===== src/verilog/slb_pkg.sv =====
// Operation
// RULE1: no flag clearing in break unless enabled
// RULE2: flags cleared in break stay cleared
// RULE3: early first step cannot clear during break
// RULE4: wait or stop clears interrupt mask
// RULE5: wait stops cpu clocks, peripherals run
// RULE6: wait wake stacks one cycle after
// RULE7: reset or break also leave wait
// RULE8: break exit from wait/stop sets flag
// RULE9: watchdog runs in wait unless disabled
// RULE10: stop resets counter, disables clock output
// RULE11: stop exit stacks after recovery time
// RULE12: recovery 4096 cycles, or 32 if short
// RULE13: counter held until recovery, then times it
// RULE14: crystal systems keep short recovery clear
// RULE15: write zero or reset clears exit flag
// RULE16: reading reset cause clears all flags
// RULE17: power-on sets only its own flag
// RULE18: six reset cause flags, one per source
// RULE19: illegal address flag only on fetches
// RULE20: registers at fe00, fe01, fe03
// RULE21: other resets set own flag, keep rest
package slb_pkg;

  //////////////////////////////////////////////////////////////////////////////
  // register indices; byte address is four times the index
  localparam int          ADDR_W          = 18;
  localparam logic [15:0] IDX_BREAK_EXIT  = 16'hfe00;
  localparam logic [15:0] IDX_RESET_CAUSE = 16'hfe01;
  localparam logic [15:0] IDX_BREAK_CTRL  = 16'hfe03;
  localparam logic [15:0] IDX_CONFIG_ONE  = 16'hfe08;

  // field positions
  localparam int BIT_BREAK_EXIT   = 1;
  localparam int BIT_CLEAR_ENABLE = 7;
  localparam int BIT_SHORT_REC    = 0;
  localparam int BIT_WDOG_DIS     = 1;

  // values after reset
  localparam logic [7:0] RST_BREAK_CTRL = 8'h00;
  localparam logic [7:0] RST_CONFIG_ONE = 8'h00;
  localparam logic [7:0] POR_CAUSE      = 8'h80;

  // stop recovery lengths in internal oscillator cycles (= CLK_SYS cycles)
  localparam int          CNT_W         = 13;
  localparam logic [12:0] REC_LONG_CYC  = 13'h1000;
  localparam logic [12:0] REC_SHORT_CYC = 13'h0020;

  //////////////////////////////////////////////////////////////////////////////
  typedef enum logic [1:0] {LP_RUN, LP_WAIT, LP_STOP, LP_RECOVER} slb_lp_state_t;

  // reset sources other than power-on and the pin, from on-chip logic
  typedef struct packed {
    logic wdog;
    logic ill_opcode;
    logic ill_addr;
    logic opcode_fetch;
    logic low_volt;
  } slb_rst_src_t;

  // reset-cause register layout, bit 7 down to bit 0
  typedef struct packed {
    logic por;
    logic pin;
    logic wdog;
    logic ill_opcode;
    logic ill_addr;
    logic rsvd2;
    logic low_volt;
    logic rsvd0;
  } slb_cause_t;

endpackage : slb_pkg


===== src/verilog/slb_top.sv =====
module slb_top (
  input  wire logic                        CLK_SYS,
  input  wire logic                        RESET,
  input  wire logic [slb_pkg::ADDR_W-1:0]  AVS_ADDRESS,
  input  wire logic                        AVS_READ,
  input  wire logic                        AVS_WRITE,
  input  wire logic [31:0]                 AVS_WRITEDATA,
  input  wire logic [3:0]                  AVS_BYTEENABLE,
  output logic      [31:0]                 AVS_READDATA,
  output logic                             AVS_WAITREQUEST,
  input  wire logic                        CPU_WAIT_EXEC,
  input  wire logic                        CPU_STOP_EXEC,
  input  wire logic                        MODULE_IRQ,
  input  wire logic                        BREAK_IRQ,
  input  wire logic                        BREAK_ACTIVE,
  input  wire logic [7:0]                  CLEAR_REQ,
  output logic      [7:0]                  CLEAR_GNT,
  input  wire logic                        POR_EVENT,
  input  wire logic                        RST_PIN_N,
  input  wire slb_pkg::slb_rst_src_t       RST_SRC,
  output logic                             CPU_CLK_EN,
  output logic                             PERIPH_CLK_EN,
  output logic                             CLK_GEN_OUT_EN,
  output logic                             IMASK_CLEAR,
  output logic                             STACK_START,
  output logic                             WDOG_ENABLE
);

  //////////////////////////////////////////////////////////////////////////////
  // declarations
  slb_pkg::slb_lp_state_t         state_q;
  slb_pkg::slb_lp_state_t         state_d;
  slb_pkg::slb_cause_t            cause_q;
  logic [slb_pkg::CNT_W-1:0]      cnt_q;
  logic [slb_pkg::CNT_W-1:0]      rec_len;
  logic                           rec_done;
  logic                           wake;
  logic                           exit_flag_q;
  logic [7:0]                     brk_ctrl_q;
  logic [7:0]                     config_q;
  logic                           pin_meta_q;
  logic                           pin_sync_q;
  logic                           bus_req;
  logic                           bus_fire;
  logic                           clear_ok;
  logic [7:0]                     rd_byte;

  // word decode, shared by read mux and write paths
  function automatic logic hit(input logic [slb_pkg::ADDR_W-1:0] addr,
                               input logic [15:0]                idx);
    hit = (addr[1:0] == 2'h0) && (addr[slb_pkg::ADDR_W-1:2] == idx);
  endfunction : hit

  //////////////////////////////////////////////////////////////////////////////
  // avalon slave: one wait cycle, then answer for exactly one cycle
  assign bus_req  = AVS_READ || AVS_WRITE;
  assign bus_fire = bus_req && !AVS_WAITREQUEST;

  always_ff @(posedge CLK_SYS) begin
    if (RESET) begin
      AVS_WAITREQUEST <= 1'b1;
    end else begin
      AVS_WAITREQUEST <= !(bus_req && AVS_WAITREQUEST);
    end
  end

  // read mux; unmapped words read as zero
  always_comb begin
    rd_byte = 8'h00;
    if (hit(AVS_ADDRESS, slb_pkg::IDX_BREAK_EXIT)) begin
      rd_byte[slb_pkg::BIT_BREAK_EXIT] = exit_flag_q;
    end else if (hit(AVS_ADDRESS, slb_pkg::IDX_RESET_CAUSE)) begin // [RULE20]
      rd_byte = cause_q;
    end else if (hit(AVS_ADDRESS, slb_pkg::IDX_BREAK_CTRL)) begin
      rd_byte = brk_ctrl_q;
    end else if (hit(AVS_ADDRESS, slb_pkg::IDX_CONFIG_ONE)) begin
      rd_byte = config_q;
    end
  end

  // data latched on the edge that drops waitrequest, so it stands with it
  always_ff @(posedge CLK_SYS) begin
    if (RESET) begin
      AVS_READDATA <= 32'h0000_0000;
    end else if (AVS_READ && AVS_WAITREQUEST) begin
      AVS_READDATA <= {24'h00_0000, rd_byte};
    end
  end

  //////////////////////////////////////////////////////////////////////////////
  // software registers: break flag control and configuration
  always_ff @(posedge CLK_SYS) begin
    if (RESET) begin
      brk_ctrl_q <= slb_pkg::RST_BREAK_CTRL;
      config_q   <= slb_pkg::RST_CONFIG_ONE;
    end else if (bus_fire && AVS_WRITE && AVS_BYTEENABLE[0]) begin
      if (hit(AVS_ADDRESS, slb_pkg::IDX_BREAK_CTRL)) begin
        brk_ctrl_q <= AVS_WRITEDATA[7:0];
      end
      if (hit(AVS_ADDRESS, slb_pkg::IDX_CONFIG_ONE)) begin
        config_q <= AVS_WRITEDATA[7:0];
      end
    end
  end

  //////////////////////////////////////////////////////////////////////////////
  // status-flag protection; a clear lost in break is never replayed later,
  // and a second step after break sees the open gate and clears as normal
  assign clear_ok = !BREAK_ACTIVE || brk_ctrl_q[slb_pkg::BIT_CLEAR_ENABLE]; // [RULE1]

  always_ff @(posedge CLK_SYS) begin
    if (RESET) begin
      CLEAR_GNT <= 8'h00;
    end else begin
      CLEAR_GNT <= CLEAR_REQ & {8{clear_ok}}; // [RULE1] [RULE2] [RULE3]
    end
  end

  //////////////////////////////////////////////////////////////////////////////
  // low-power sequencer
  assign wake     = MODULE_IRQ || BREAK_IRQ;
  assign rec_len  = config_q[slb_pkg::BIT_SHORT_REC] ? slb_pkg::REC_SHORT_CYC
                                                     : slb_pkg::REC_LONG_CYC; // [RULE12]
  assign rec_done = (cnt_q == rec_len - 13'h0001);

  // reset itself returns to run, which is the reset exit from wait/stop
  always_comb begin
    state_d = state_q;
    case (state_q)
      slb_pkg::LP_RUN: begin
        if (CPU_STOP_EXEC) begin
          state_d = slb_pkg::LP_STOP;
        end else if (CPU_WAIT_EXEC) begin
          state_d = slb_pkg::LP_WAIT;
        end
      end
      slb_pkg::LP_WAIT: begin
        if (wake) begin
          state_d = slb_pkg::LP_RUN; // [RULE7]
        end
      end
      slb_pkg::LP_STOP: begin
        if (wake) begin
          state_d = slb_pkg::LP_RECOVER; // [RULE11]
        end
      end
      slb_pkg::LP_RECOVER: begin
        if (rec_done) begin
          state_d = slb_pkg::LP_RUN;
        end
      end
      default: begin
        state_d = slb_pkg::LP_RUN;
      end
    endcase
  end

  always_ff @(posedge CLK_SYS) begin
    if (RESET) begin
      state_q <= slb_pkg::LP_RUN; // [RULE7]
    end else begin
      state_q <= state_d;
    end
  end

  // clock gating follows the next state so the gates align with state_q
  always_ff @(posedge CLK_SYS) begin
    if (RESET) begin
      CPU_CLK_EN     <= 1'b1;
      PERIPH_CLK_EN  <= 1'b1;
      CLK_GEN_OUT_EN <= 1'b1;
    end else begin
      CPU_CLK_EN     <= (state_d == slb_pkg::LP_RUN); // [RULE5]
      PERIPH_CLK_EN  <= (state_d == slb_pkg::LP_RUN) || (state_d == slb_pkg::LP_WAIT);
      CLK_GEN_OUT_EN <= (state_d == slb_pkg::LP_RUN) || (state_d == slb_pkg::LP_WAIT); // [RULE10]
    end
  end

  // recovery counter; zero through stop so recovery always starts clean
  always_ff @(posedge CLK_SYS) begin
    if (RESET || (state_q != slb_pkg::LP_RECOVER)) begin
      cnt_q <= '0; // [RULE10] [RULE13]
    end else begin
      cnt_q <= cnt_q + 13'h0001; // [RULE13]
    end
  end

  // cpu-side pulses: mask clear on entry, stacking on wait wake or at recovery end
  always_ff @(posedge CLK_SYS) begin
    if (RESET) begin
      IMASK_CLEAR <= 1'b0;
      STACK_START <= 1'b0;
    end else begin
      IMASK_CLEAR <= (state_q == slb_pkg::LP_RUN) && (CPU_WAIT_EXEC || CPU_STOP_EXEC); // [RULE4]
      STACK_START <= ((state_q == slb_pkg::LP_WAIT) && wake)              // [RULE6]
                   || ((state_q == slb_pkg::LP_RECOVER) && rec_done);     // [RULE11]
    end
  end

  // watchdog enable follows only the disable bit, so it stays on through wait unless BIT_WDOG_DIS is set
  always_ff @(posedge CLK_SYS) begin
    if (RESET) begin
      WDOG_ENABLE <= 1'b1;
    end else begin
      WDOG_ENABLE <= !config_q[slb_pkg::BIT_WDOG_DIS]; // [RULE9]
    end
  end

  //////////////////////////////////////////////////////////////////////////////
  // break exit flag; set beats a same-cycle software clear
  always_ff @(posedge CLK_SYS) begin
    if (RESET) begin
      exit_flag_q <= 1'b0; // [RULE15]
    end else if (BREAK_IRQ && ((state_q == slb_pkg::LP_WAIT)
                               || (state_q == slb_pkg::LP_STOP))) begin
      exit_flag_q <= 1'b1; // [RULE8]
    end else if (bus_fire && AVS_WRITE && AVS_BYTEENABLE[0]
                 && hit(AVS_ADDRESS, slb_pkg::IDX_BREAK_EXIT)
                 && !AVS_WRITEDATA[slb_pkg::BIT_BREAK_EXIT]) begin
      exit_flag_q <= 1'b0; // [RULE15]
    end
  end

  //////////////////////////////////////////////////////////////////////////////
  // reset pin synchroniser, second stage only is read
  always_ff @(posedge CLK_SYS) begin
    pin_meta_q <= RST_PIN_N;
    pin_sync_q <= pin_meta_q;
  end

  // reset-cause log; not cleared by RESET since sources raise RESET themselves
  always_ff @(posedge CLK_SYS) begin
    if (POR_EVENT) begin
      cause_q <= slb_pkg::POR_CAUSE; // [RULE17]
    end else begin
      if (bus_fire && AVS_READ && hit(AVS_ADDRESS, slb_pkg::IDX_RESET_CAUSE)) begin
        cause_q <= '0; // [RULE16]
      end
      // later assignments win, so a new cause survives a same-cycle read
      if (!pin_sync_q) begin
        cause_q.pin <= 1'b1; // [RULE18] [RULE21]
      end
      if (RST_SRC.wdog) begin
        cause_q.wdog <= 1'b1; // [RULE18]
      end
      if (RST_SRC.ill_opcode) begin
        cause_q.ill_opcode <= 1'b1; // [RULE18]
      end
      if (RST_SRC.ill_addr && RST_SRC.opcode_fetch) begin
        cause_q.ill_addr <= 1'b1; // [RULE19]
      end
      if (RST_SRC.low_volt) begin
        cause_q.low_volt <= 1'b1; // [RULE18]
      end
    end
  end

  //////////////////////////////////////////////////////////////////////////////
  // checks
  a_wait_gates_cpu: assert property (@(posedge CLK_SYS) disable iff (RESET)
    (state_q == slb_pkg::LP_WAIT) |-> (!CPU_CLK_EN && PERIPH_CLK_EN)) // [RULE5]
    else $error("wait must gate cpu clock only");

  a_stop_clocks_off: assert property (@(posedge CLK_SYS) disable iff (RESET)
    (state_q == slb_pkg::LP_STOP) |-> (!CLK_GEN_OUT_EN && !PERIPH_CLK_EN && cnt_q == '0)) // [RULE10]
    else $error("stop must disable clock output and clear counter");

  a_mask_clear_entry: assert property (@(posedge CLK_SYS) disable iff (RESET)
    ((state_q == slb_pkg::LP_RUN) && (CPU_WAIT_EXEC || CPU_STOP_EXEC))
      |=> (IMASK_CLEAR && state_q != slb_pkg::LP_RUN)) // [RULE4]
    else $error("low-power entry must clear interrupt mask");

  a_wait_irq_stack: assert property (@(posedge CLK_SYS) disable iff (RESET)
    ((state_q == slb_pkg::LP_WAIT) && MODULE_IRQ)
      |=> (STACK_START && CPU_CLK_EN && state_q == slb_pkg::LP_RUN)) // [RULE6]
    else $error("wait wake must stack next cycle");

  a_wait_break_exit: assert property (@(posedge CLK_SYS) disable iff (RESET)
    ((state_q == slb_pkg::LP_WAIT) && BREAK_IRQ) |=> (state_q == slb_pkg::LP_RUN)) // [RULE7]
    else $error("break must leave wait");

  a_break_exit_flag: assert property (@(posedge CLK_SYS) disable iff (RESET)
    (BREAK_IRQ && (state_q == slb_pkg::LP_WAIT || state_q == slb_pkg::LP_STOP))
      |=> exit_flag_q) // [RULE8]
    else $error("break exit must set flag");

  // the recovery counter itself measures the span, so no long repetition is unrolled
  a_short_recovery: assert property (@(posedge CLK_SYS) disable iff (RESET)
    ((state_q == slb_pkg::LP_RECOVER) && config_q[slb_pkg::BIT_SHORT_REC]
      && cnt_q == 13'h001f) |=> (STACK_START && state_q == slb_pkg::LP_RUN)) // [RULE12]
    else $error("short recovery must stack after 32 cycles");

  a_long_recovery: assert property (@(posedge CLK_SYS) disable iff (RESET)
    ((state_q == slb_pkg::LP_RECOVER) && !config_q[slb_pkg::BIT_SHORT_REC]
      && cnt_q < 13'h0fff) |=> !STACK_START) // [RULE11]
    else $error("no stacking before long recovery ends");

  a_guard_clear: assert property (@(posedge CLK_SYS) disable iff (RESET)
    (BREAK_ACTIVE && !brk_ctrl_q[slb_pkg::BIT_CLEAR_ENABLE]) |=> (CLEAR_GNT == 8'h00)) // [RULE1]
    else $error("flag clear leaked during protected break");

  a_wdog_enable: assert property (@(posedge CLK_SYS) disable iff (RESET)
    (state_q == slb_pkg::LP_WAIT && !config_q[slb_pkg::BIT_WDOG_DIS]) |-> WDOG_ENABLE) // [RULE9]
    else $error("watchdog must run in wait");

  a_por_only: assert property (@(posedge CLK_SYS)
    POR_EVENT |=> (cause_q == slb_pkg::POR_CAUSE)) // [RULE17]
    else $error("power-on must set only its own flag");

  a_cause_read_clr: assert property (@(posedge CLK_SYS) disable iff (RESET)
    (bus_fire && AVS_READ && hit(AVS_ADDRESS, slb_pkg::IDX_RESET_CAUSE) && !POR_EVENT
      && pin_sync_q && RST_SRC == '0) |=> (cause_q == '0)) // [RULE16]
    else $error("reading reset cause must clear it");

  a_exit_flag_reset: assert property (@(posedge CLK_SYS)
    RESET |=> !exit_flag_q) // [RULE15]
    else $error("reset must clear break exit flag");

  c_wait_irq_wake: cover property (@(posedge CLK_SYS) disable iff (RESET)
    (state_q == slb_pkg::LP_WAIT) ##1 STACK_START);

  c_stop_recovered: cover property (@(posedge CLK_SYS) disable iff (RESET)
    (state_q == slb_pkg::LP_RECOVER) && rec_done);

  c_break_in_stop: cover property (@(posedge CLK_SYS) disable iff (RESET)
    (state_q == slb_pkg::LP_STOP) && BREAK_IRQ);

endmodule : slb_top


===== config.mk =====
export PLATFORM = sky130hd
export DESIGN_NAME = slb_top
export DESIGN_NICKNAME = d
export VERILOG_FILES = /design/src/verilog/slb_pkg.sv /design/src/verilog/slb_top.sv
export SDC_FILE = /design/constraint.sdc
export NUM_CORES = 1
export LEC_CHECK = 0
export ABC_CLOCK_PERIOD_IN_PS = 1700
export BUFFER_PORTS_ARGS = -buffer_cell sky130_fd_sc_hd__buf_2
export CORE_AREA = 2 2 84 86
export DETAILED_ROUTE_END_ITERATION = 16
export DIE_AREA = 0 0 86 88
export PLACE_DENSITY = 0.74
export SYNTH_ARGS = -nofsm -noshare
export SYNTH_HDL_FRONTEND = slang
export SYNTH_SLANG_ARGS = --single-unit
export TNS_END_PERCENT = 20

===== constraint.sdc =====
create_clock -name CLK_SYS -period 1.7 [get_ports CLK_SYS]
set_clock_uncertainty 0.2 [all_clocks]
set_input_delay 0.17 -clock CLK_SYS [delete_from_list [all_inputs] [get_ports CLK_SYS]]
set_output_delay 0.17 -clock CLK_SYS [all_outputs]
set_load 0.01 [all_outputs]

==> run metrics <==
status finished with violations; Filler cells 553; Die Ht 88 um; Synth area leaders dfxtp_1 46%, buf_4 7.2%, mux2i_1 5.9%; DRT iter0 DRCs 203; die width 86 um; Placed Cells 460; largest net degree at the start of global routing 13; layout cells sized above 1 0.3122; most frequent cells after synthesis 62 x dfxtp_1, 42 x nor2_1, 26 x buf_4; final layout net count 504; number of global-route vias before repair 2410; fraction of registers with async set/reset 0; Syn Std Cell Area 0.002726 sq mm; Worst Setup End Kind flip-flop; Max Root-Sink Buffers 2; Routed Antenna Nets 0; post-synthesis register bit count 62; clock sink count 62; Tot GR Track Use 0.1885; dpl cell area 0.003213 sq mm; post-DP HPWL 4.418 mm; core area 0.006644 sq mm; Crit-path slowest cell nor4_1; die area 0.007568 sq mm; root buffer cell clkbuf_8; Reg area 0.001246 sq mm; final setup vio count 4; footprint of the multi-input gates 0.001368 sq mm; post-layout min period 1.725 ns; Row Count 30; Syn Inst Count 296; mean area per synthesized cell 9.211 sq um; Final Cycle Share 1.014; Clock Pin Slew Worst Setup and Hold Paths 0.07 ns; worst setup margin -0.02452 ns; Initial Utilization 0.4104; PwrDens 837.1 mW/mm^2; delay-heaviest family, CP compound AO/OA/AOI/OAI gates; critical path required time 1.73 ns; Crit path buffers/inverters 0; TNS Setup -0.05691 ns; Final Hold Fails 0; Ports 125; RSZ-0062 raised after global routing yes; register area share after synthesis 0.4553; grt total ovfl 0; Via Count 2451; initial antenna violation count 0; placer congestion estimate 0.7980; Area growth syn-to-layout 38.37%; Setup CP Type flip-flop to flip-flop; CTS tree built; drt pass-1 iters 4; maximum VDD drop 620.7 uV; Slew Limit Fails 0; Slowest Stage Delay on Critical Path 0.39 ns; Post-synth EDFFs 0; data arrival time of the worst path 1.76 ns; failing checks setup timing; share of Yosys cell area claimed by the top area cell type 0.4553; Top FF cell, synth dfxtp_1; Yosys cell types 44; Yosys top cell by area dfxtp_1; Diodes inserted 0; max frequency 579.9 MHz; CP Launch Type flip-flop; Synth Warn # 0; final instance area 0.003772 sq mm; Max Cap Viol 0; leakage power 1.762 nW; first-pass GRT wire length 11.11 mm; CTS buffer count 9; Critical Path, Cell by Cell nor4_1, nand2_1, a211o_1, o21ai_0, nand2b_1; Port-buffer cells 73; worst skew pair latency 0.34 ns; worst-path fanout max 4; most common cell in the synthesized netlist dfxtp_1; DR vias/cell 4.844; H-tree depth 3; Remaining DRCs 0; fin cells 506; Hold Crit Class input pin to flip-flop; routed wire length 6.667 mm; WL per Instance 13.18 um
path summary, 6_finish.rpt:
kind	startpoint	to	slack, ns	cells past startpoint
max	cnt_q[7]	state_q[0]	-0.02	5
min	RESET	exit_flag_q	0.02	2
max reg2reg	cnt_q[7]	state_q[0]	-0.02	5
min reg2reg	pin_meta_q	pin_sync_q	0.13	0
state kept, by name, indices dropped and copies added (netlist names):
signal           count
pin_sync_q           1
brk_ctrl_q           8
cnt_q               13
exit_flag_q          1
config_q             8
CLK_GEN_OUT_EN       1
AVS_READDATA         8
cause_q              6
AVS_WAITREQUEST      1
STACK_START          1
state_q              2
CLEAR_GNT            8
IMASK_CLEAR          1
pin_meta_q           1
CPU_CLK_EN           1
WDOG_ENABLE          1
metal layers:
| layer | vias to the layer above | GRT usage | share of wire |
|---|---|---|---|
| met5 | - | 0 | 0 |
| li1 | 1225 | - | - |
| met3 | 11 | 0.05372 | 0.046 |
| met1 | 1150 | 0.2152 | 0.42 |
| met2 | 65 | 0.3354 | 0.51 |
| met4 | 0 | 0.06926 | 0.017 |
per-stage QoR:
| step | power [W] | hold slack [ns] | utilization | setup slack [ns] |
|---|---|---|---|---|
| global route | 0.003298 | 0.02041 | 0.5678 | -0.08743 |
| CTS | 0.003168 | 0.0009959 | 0.5576 | -0.02368 |
| floorplan | 0.001718 | -0.002283 | - | -0.1613 |
| finish | 0.003158 | 0.02428 | 0.5678 | -0.02452 |
| global placement | 0.001798 | 0.07325 | 0.4836 | -0.3361 |
| detailed placement | 0.001805 | 0.07456 | 0.4836 | -0.3834 |
what timing repair did:
item	in CTS	in global routing
pin swaps	0	9
buffers inserted	0	1
endpoints found under the setup margin	3	29
hold endpoints to repair	36	0
gates resized for setup	0	20
hold buffers	29	0
area by class of cell:
cell class,instances,share of cell area
timing repair buffer,124,0.2202
sequential,62,0.3303
tap,80,0.02653
clock buffer,13,0.04212
clock inverter,3,0.01128
inverter,7,0.006965
multi-input combinational,217,0.3625
cells in the final DEF, fill, tap and decap left out, drive strengths merged, types with 4 or more instances in the layout:
| master | Yosys | layout |
|---|---|---|
| buf | 28 | 95 |
| dfxtp | 62 | 62 |
| nor2 | 42 | 42 |
| dlygate4sd3 | 0 | 29 |
| conb | 1 | 24 |
| nand2 | 23 | 23 |
| mux2i | 16 | 16 |
| o21ai | 14 | 14 |
| a21oi | 13 | 13 |
| clkbuf | 5 | 13 |
| and2 | 10 | 10 |
| a22oi | 8 | 8 |
| xor2 | 7 | 7 |
| inv | 7 | 7 |
| nand4 | 6 | 6 |
| nand3 | 6 | 6 |
| mux2 | 5 | 5 |
| ha | 5 | 5 |
| nor3 | 4 | 4 |
| nor4 | 4 | 4 |
worst reg2reg max path, cell delays in order (launching register included):
cell      delay, ns
dfxtp_1        0.33
nor4_1         0.39
nand2_1        0.09
a211o_1        0.36
o21ai_0        0.20
nand2b_1       0.07
report_power, final:
| part | switching (W) | leakage, nW | internal [W] |
|---|---|---|---|
| combinational | 0.000169 | 1.16 | 0.000167 |
| sequential | 0.0000174 | 0.507 | 0.00149 |
| clock | 0.000558 | 0.0996 | 0.000756 |
cell families (layout without fill, tap and decap cells):
| group | Yosys count | count (layout) | synth area share |
|---|---|---|---|
| AO/OA/AOI/OAI | 48 | 48 | 0.1079 |
| XOR/XNOR | 9 | 9 | 0.02891 |
| adder cells (fa/ha/maj) | 5 | 5 | 0.02295 |
| buffers and inverters | 40 | 147 | 0.09133 |
| flip-flops | 62 | 62 | 0.4553 |
| multiplexers | 21 | 21 | 0.07939 |
| other | 1 | 24 | 0.001375 |
| AND/OR/NAND/NOR | 110 | 110 | 0.2129 |
Power figures use the tool's default switching activity.
